===== src/rtl/light_flags_pkg.sv =====
// constants for the conversion status and limit flag logic
// assumes one internal clock; limits and results arrive from neighbouring logic
//
// What this block does
// - the conversion-done flag is set to one each time a light conversion ends.
// - that flag clears on a later configuration read, or a later write whose mode is not shutdown.
// - a configuration write that selects shutdown leaves the conversion-done flag as it was.
// - the above-threshold flag sets when the result exceeds the high limit for N measurements.
// - the below-threshold flag sets when the result is under the low limit for N measurements.
// - the two-bit fault setting picks N as one, two, four or eight, and resets to one.
// - with masking on and a manual range below automatic, the result exponent reads as zero.
// - masking touches only the result read value, never the limit comparisons.
// - the mask enable and fault setting are read/write and reset to zero.
// - conversion-done and both threshold flags are read-only and reset to zero.
// - in single-shot the mode reads one while converting and drops to shutdown when done.
package light_flags_pkg;
    // configuration field positions
    localparam int RANGE_LSB = 12;
    localparam int CONTTIME_BIT = 11;
    localparam int MODE_LSB = 9;
    localparam int OVERFLOW_BIT = 8;
    localparam int DONE_BIT = 7;
    localparam int ABOVE_BIT = 6;
    localparam int BELOW_BIT = 5;
    localparam int LATCH_BIT = 4;
    localparam int POLARITY_BIT = 3;
    localparam int MASK_BIT = 2;
    localparam int FAULT_LSB = 0;
    // mode and range encodings
    localparam logic [1:0] MODE_SHUTDOWN = 2'h0;
    localparam logic [1:0] MODE_SINGLE = 2'h1;
    localparam logic [3:0] RANGE_AUTO = 4'hC;
    // reset values
    localparam logic [3:0] RANGE_RESET = 4'hC;
    localparam logic CONTTIME_RESET = 1'b1;
    localparam logic [1:0] MODE_RESET = 2'h0;
    localparam logic POLARITY_RESET = 1'b0;
    localparam logic MASK_RESET = 1'b0;
    localparam logic [1:0] FAULT_RESET = 2'h0;
    localparam logic LATCH_READ = 1'b1;
    localparam logic [15:0] RESULT_RESET = 16'h0000;
    // widths
    localparam int DATA_W = 16;
    localparam int LUX_W = 28;
    localparam int CNT_W = 4;
endpackage


===== src/rtl/conversion_status_limit_flags.sv =====
// configuration status bits, limit flags and result exponent masking
// assumes the serial interface gives one-cycle read/write strobes on ref_clk
// and that conversion results, limits and overflow come from same-clock logic
`timescale 1ns/1ns
`default_nettype none
module conversion_status_limit_flags (
    // clock and reset
    input wire logic ref_clk,
    input wire logic rstn,
    // configuration register access
    input wire logic cfgWrite,
    input wire logic cfgRead,
    input wire logic [light_flags_pkg::DATA_W-1:0] cfgWriteData,
    output logic [light_flags_pkg::DATA_W-1:0] cfgReadData,
    // conversion side
    input wire logic convDone,
    input wire logic [light_flags_pkg::DATA_W-1:0] convResult,
    input wire logic convOverflow,
    input wire logic [light_flags_pkg::DATA_W-1:0] lowLimit,
    input wire logic [light_flags_pkg::DATA_W-1:0] highLimit,
    // status out
    output logic [light_flags_pkg::DATA_W-1:0] resultReadData,
    output logic [1:0] operatingMode,
    output logic conversion_done_flag,
    output logic above_threshold_event,
    output logic below_threshold_event
);
    import light_flags_pkg::*;

    typedef struct packed {
        logic [3:0] range_choice;
        logic contTime;
        logic [1:0] mode;
        logic overflow;
        logic doneFlag;
        logic aboveFlag;
        logic belowFlag;
        logic polarity;
        logic exponent_mask_enable;
        logic [1:0] consecutive_fault_setting;
        logic [CNT_W-1:0] aboveCnt;
        logic [CNT_W-1:0] belowCnt;
        logic [DATA_W-1:0] readData;
        logic [DATA_W-1:0] result;
    } state_t;

    state_t state_reg;
    state_t state_next;

    // lux compare: mantissa shifted by exponent, so differing exponents compare right
    function automatic logic [LUX_W-1:0] toLux(input logic [DATA_W-1:0] v);
        logic [LUX_W-1:0] m;
        m = {{(LUX_W-12){1'b0}}, v[11:0]};
        return m << v[15:12];
    endfunction

    logic [LUX_W-1:0] resLux;
    logic [LUX_W-1:0] hiLux;
    logic [LUX_W-1:0] loLux;
    logic [CNT_W-1:0] need;
    logic isAbove;
    logic isBelow;
    logic [CNT_W-1:0] aboveInc;
    logic [CNT_W-1:0] belowInc;

    always_comb begin
        resLux = toLux(convResult);
        hiLux = toLux(highLimit);
        loLux = toLux(lowLimit);
        // raw result used here, masking never reaches the compare
        isAbove = resLux > hiLux;
        isBelow = resLux < loLux;
        // 00 one, 01 two, 10 four, 11 eight
        need = CNT_W'(1) << state_reg.consecutive_fault_setting;
        // counts saturate at eight so a long fault run cannot wrap
        aboveInc = (state_reg.aboveCnt >= 4'h8) ? 4'h8 : state_reg.aboveCnt + 4'h1;
        belowInc = (state_reg.belowCnt >= 4'h8) ? 4'h8 : state_reg.belowCnt + 4'h1;

        state_next = state_reg;
        // read captures pre-clear values
        if (cfgRead) begin
            state_next.readData = {state_reg.range_choice, state_reg.contTime,
                state_reg.mode, state_reg.overflow, state_reg.doneFlag,
                state_reg.aboveFlag, state_reg.belowFlag, LATCH_READ,
                state_reg.polarity, state_reg.exponent_mask_enable,
                state_reg.consecutive_fault_setting};
            state_next.doneFlag = 1'b0;
            // threshold flags also clear on read, as a latched status
            state_next.aboveFlag = 1'b0;
            state_next.belowFlag = 1'b0;
        end
        // flag bits in the write data are ignored
        if (cfgWrite) begin
            state_next.range_choice = cfgWriteData[RANGE_LSB +: 4];
            state_next.contTime = cfgWriteData[CONTTIME_BIT];
            state_next.mode = cfgWriteData[MODE_LSB +: 2];
            state_next.polarity = cfgWriteData[POLARITY_BIT];
            state_next.exponent_mask_enable = cfgWriteData[MASK_BIT];
            state_next.consecutive_fault_setting = cfgWriteData[FAULT_LSB +: 2];
            // shutdown write leaves the done flag alone
            if (cfgWriteData[MODE_LSB +: 2] != MODE_SHUTDOWN)
                state_next.doneFlag = 1'b0;
        end
        if (convDone) begin
            state_next.doneFlag = 1'b1; // set wins over a same-cycle clear
            state_next.overflow = convOverflow;
            // exponent forced to zero only in the result view
            if (state_reg.exponent_mask_enable && state_reg.range_choice < RANGE_AUTO)
                state_next.result = {4'h0, convResult[11:0]};
            else
                state_next.result = convResult;
            // a fresh write of the mode takes priority over the auto return
            if (state_reg.mode == MODE_SINGLE && !cfgWrite)
                state_next.mode = MODE_SHUTDOWN;
            if (isAbove) begin
                state_next.aboveCnt = aboveInc;
                if (aboveInc >= need)
                    state_next.aboveFlag = 1'b1;
            end else begin
                state_next.aboveCnt = '0;
            end
            if (isBelow) begin
                state_next.belowCnt = belowInc;
                if (belowInc >= need)
                    state_next.belowFlag = 1'b1;
            end else begin
                state_next.belowCnt = '0;
            end
        end
    end

    always_ff @(posedge ref_clk or negedge rstn) begin
        if (!rstn) begin
            state_reg.range_choice <= RANGE_RESET;
            state_reg.contTime <= CONTTIME_RESET;
            state_reg.mode <= MODE_RESET;
            state_reg.overflow <= 1'b0;
            state_reg.doneFlag <= 1'b0;
            state_reg.aboveFlag <= 1'b0;
            state_reg.belowFlag <= 1'b0;
            state_reg.polarity <= POLARITY_RESET;
            state_reg.exponent_mask_enable <= MASK_RESET;
            state_reg.consecutive_fault_setting <= FAULT_RESET;
            state_reg.aboveCnt <= '0;
            state_reg.belowCnt <= '0;
            state_reg.readData <= '0;
            state_reg.result <= RESULT_RESET;
        end else begin
            state_reg <= state_next;
        end
    end

    assign cfgReadData = state_reg.readData;
    assign resultReadData = state_reg.result;
    assign operatingMode = state_reg.mode;
    assign conversion_done_flag = state_reg.doneFlag;
    assign above_threshold_event = state_reg.aboveFlag;
    assign below_threshold_event = state_reg.belowFlag;
endmodule
`default_nettype wire


===== config.mk =====
export PLATFORM = sky130hd
export DESIGN_NAME = conversion_status_limit_flags
export DESIGN_NICKNAME = d
export VERILOG_FILES = /design/src/rtl/light_flags_pkg.sv /design/src/rtl/conversion_status_limit_flags.sv
export SDC_FILE = /design/constraint.sdc
export NUM_CORES = 1
export LEC_CHECK = 0
export BUFFER_PORTS_ARGS = -buffer_cell sky130_fd_sc_hd__buf_2
export CAP_MARGIN = 15
export CELL_PAD_IN_SITES_DETAIL_PLACEMENT = 2
export CELL_PAD_IN_SITES_GLOBAL_PLACEMENT = 2
export CORE_MARGIN = 5
export CORE_UTILIZATION = 34
export DETAILED_ROUTE_END_ITERATION = 10
export GPL_TIMING_DRIVEN = 0
export PLACE_DENSITY = 0.81
export SYNTH_ARGS = -nofsm -noshare
export SYNTH_HDL_FRONTEND = slang
export SYNTH_SLANG_ARGS = --single-unit

===== constraint.sdc =====
create_clock -name ref_clk -period 2.38 [get_ports ref_clk]
set_clock_uncertainty 0.1 [all_clocks]
set_input_delay 0.119 -clock ref_clk [delete_from_list [all_inputs] [get_ports ref_clk]]
set_output_delay 0.119 -clock ref_clk [all_outputs]
set_load 0.01 [all_outputs]

==> impl_metrics.csv <==
group,metric,value,unit
yosys,synth_area,5645,sq um
die,num_rows,47,
min_path,min_path_cells,2,
timing,fmax,0.3353,GHz
pwr,p_comb_share,50.2,%
final_layout,final_nets,925,
pwr,power_frac_seq,30.1,%
place,routabilityCongestion,0.8571,
yosys,synth_seq_area_share,24.45,%
timing,fin_crit_sh,125.3,%
critical_path,start_kind,"primary input",
detailed_routing,num_vias,5621,
final_layout,syn2layout_area_growth,35.24,%
final_layout,n_antenna_cell,0,
critical_path,slowest_stage,"a221o_1",
detailed_routing,highest_layer,"met4",
final_layout,final_util,46.53,%
pwr,p_sw_share,40.88,%
global_route,grt_usage,22.80,%
critical_path,crit_fanout,7,
detailed_routing,drc,0,
critical_path,cp-end-kind,"flip-flop",
timing,setup_ws,-0.6025,ns
detailed_routing,drtAntennaViolNets,0,
detailed_routing,wirelength,24.23,mm
yosys,synthCells,656,
clock_tree,cts_buffers,5,
critical_path,arrival,3.10,ns
yosys,synth-edff-count,0,
clock_tree,clockRootBuffer,"clkbuf_16",
die,core_area,16410,sq um
global_route,antenna_found_initial,0,
critical_path,path_cells,"buf_8, buf_12, buf_12, mux2_4, nor2_4, a21oi_2, nand2_1, nand2_2, nand2_1, o21ai_2, ha_1, and3_1, a221o_1, a21oi_2, nor2_1, nor4_4, o21ai_4, a21oi_1",
global_route,overflow,0,
pwr,ir_drop,0.7045,mV
clock_tree,cts_sinks,55,
detailed_routing,wl_met1,9.434,mm
pwr,power.switching,1.655,mW
timing,slew_violations,0,
final_layout,drive_above_1_share,42.89,%
yosys,async_flop_share,100.0,%
place,hpwlAfterDp,16.47,mm
final_layout,largest_reg_flops,18,
yosys,ys.flop_type,"dfrtp_1",
min_path,hp-class,"in -> reg",
timing,slew_headroom,53.51,%
critical_path,worst-setup-path-type,"in -> reg",
detailed_routing,route.met2.wl,13.34,mm
yosys,yosysUniqueCellTypes,57,
yosys,syn_nets,787,
clock_tree,cts_tree,"built",
yosys,syn_avg_cell_area,8.606,sq um
critical_path,reg2regPathDepth,9,
clock_tree,clockBufferDepth,2,
pwr,p_leak,3.465,nW
die,die_height,138.9,um
detailed_routing,wl_per_cell,23.88,um
yosys,synth.area.top_cells,"dfrtp_1, ha_1, mux2_2, mux2i_1, buf_4",
timing,fin_setup_tns,-5.477,ns
die,die_area,19280,sq um
timing,finalSetupViolCount,10,
place,portBuffers,92,
clock_tree,path_clk_slew,0.08,ns
timing,rsz0062_at_grt,"true",
detailed_routing,vias_per_cell,5.538,
detailed_routing,wl_met3,833,um
timing,worstMarginPinSlew,0.6943,ns
pwr,intPower,2.394,mW
pwr,pwr-share-clk,19.7,%
pwr,power.density,530.3,nW/um^2
die,ios,107,
yosys,synth_top_area_share,23.05,%
global_route,grt_max_degree,33,
timing,hold_viol,0,
yosys,yosysTopAreaCell,"dfrtp_1",
outcome,violations,"setup timing",
global_route,grt_pass1_vias,6441,
job,maxCapViolCount,0,
global_route,grt_pass1_wl,35.85,mm
timing,period_needed,2.983,ns
critical_path,required,2.50,ns
detailed_routing,drtPass1Iterations,4,
outcome,status,"finished, violations left",
detailed_routing,drtIter0Drc,200,
yosys,synth.ff_latch_count,55,
die,start_util,34.41,%
clock_tree,worstSkewPairLatency,0.31,ns
critical_path,cpPeakStageDelay,0.32,ns
clock_tree,htreeDepth,2,
yosys,ys_warn_count,0,
die,die_x,138.9,um
## kinds of logic after synthesis
| logic type | count (synthesis) | share of synthesized area (%) |
|---|---|---|
| AND/OR/NAND/NOR | 200 | 16.36 |
| AO/OA/AOI/OAI | 143 | 15.98 |
| multiplexers | 109 | 20.88 |
| buffers and inverters | 83 | 7.956 |
| adder cells (fa/ha/maj) | 63 | 13.92 |
| flip-flops | 55 | 24.45 |
| XOR/XNOR | 3 | 0.4655 |
## per-layer routing
| metal | global-route usage [%] | vias up |
|---|---|---|
| li1 | - | 2616 |
| met1 | 26.19 | 2843 |
| met2 | 45.10 | 118 |
| met3 | 2.483 | 44 |
| met4 | 4.686 | 0 |
| met5 | 0 | - |
## cell usage after synthesis (3+ instances only)
master / count
o21a_1: 5
nand4_1: 5
nand3_1: 15
a21o_1: 8
mux2_2: 57
ha_1: 61
nand2_1: 66
o21ai_0: 47
nor3_1: 9
a32oi_1: 3
buf_1: 6
inv_1: 12
and2_1: 4
a31o_2: 3
nand3b_1: 3
dfrtp_1: 52
xnor2_1: 3
nand2b_1: 8
o22ai_1: 4
a21oi_1: 41
o211ai_1: 7
or2_2: 6
and3_1: 6
nor4_1: 3
nor2b_1: 11
o2bb2ai_1: 7
clkbuf_1: 25
mux2i_1: 51
dfstp_2: 3
nor2_1: 59
buf_4: 34
## placed cells by master, fill, tap and decap left out, drive strengths merged, types with 3 or more instances in the layout
cell / n
mux2i: 51
and3: 6
nor2: 59
dlygate4sd3: 16
o21ai: 48
clkbuf: 29
a21o: 8
o22ai: 4
nor2b: 11
nand4: 5
a32oi: 3
nand2: 66
nand3: 15
a31o: 3
inv: 14
ha: 61
nand3b: 3
o21a: 5
o2bb2ai: 7
nor4: 3
dfstp: 3
nand2b: 8
nor3: 9
or2: 6
a21oi: 41
o211ai: 7
xnor2: 3
mux2: 57
and2: 4
buf: 158
dfrtp: 52
## cell type report
class                           count  area, sq um
Buffer                             68        520.5
Clock buffer                        5        125.1
Clock inverter                      3        27.53
Fill cell                        1731         8772
Inverter                           15        60.06
Multi-Input combinational cell    518         4385
Sequential cell                    55         1380
Tap cell                          220        275.3
Timing Repair Buffer              131        860.8
## power groups by stage
stage	logic, mW	clock network (mW)	registers [mW]
floorplan	1.12	0	1.17
global placement	1.52	0	1.19
detailed placement	1.65	0	1.21
CTS	1.82	0.799	1.20
global route	2.20	0.842	1.23
finish	2.03	0.800	1.22
## per-stage QoR
| stage | instances | power [mW] | cell area [sq um] | hold WS [ns] | worst slack [ns] |
|---|---|---|---|---|---|
| final | 1015 | 4.049 | 7635 | 0.02798 | -0.6025 |
| after global routing | 1015 | 4.275 | 7635 | 0.02927 | -0.7211 |
| after CTS | 1006 | 3.816 | 7268 | 0.004154 | -0.4966 |
| after detailed placement | 969 | 2.858 | 6555 | 0.06179 | -1.187 |
| after global placement | 968 | 2.713 | 6535 | 0.2510 | -1.077 |
| after floorplan | 656 | 2.294 | 5799 | -0.2766 | -0.4411 |
## worst max-delay path, delay by kind of cell
family / cells / cell delay (ns)
muxes: 1 / 0.24
buffers and inverters: 3 / 0.38
and+or+nand+nor: 7 / 0.91
AOI/OAI and AO/OA: 6 / 1.17
adders and majority gates: 1 / 0.28
## timing repair
item | 4_1_cts | 5_1_grt
pin swaps | 22 | 20
gates resized for setup | 73 | 73
endpoints found under the hold margin | 38 | 0
endpoints found under the setup margin | 10 | 10
buffers inserted | 12 | 9
hold buffers | 16 | 0
cloned | 1 | 0
## final timing paths
path	endpoint	startpoint	slack, ns
setup / recovery	state_reg[35]	convResult[13]	-0.60
hold / removal	resultReadData[5]	convResult[5]	0.03
setup reg to reg	below_threshold_event	state_reg[32]	-0.03
hold reg to reg	resultReadData[13]	resultReadData[13]	0.40
max in group asynchronous	state_reg[50]	rstn	1.24
min in group asynchronous	state_reg[52]	rstn	0.27
No activity file was read; power rests on OpenSTA's default activity.
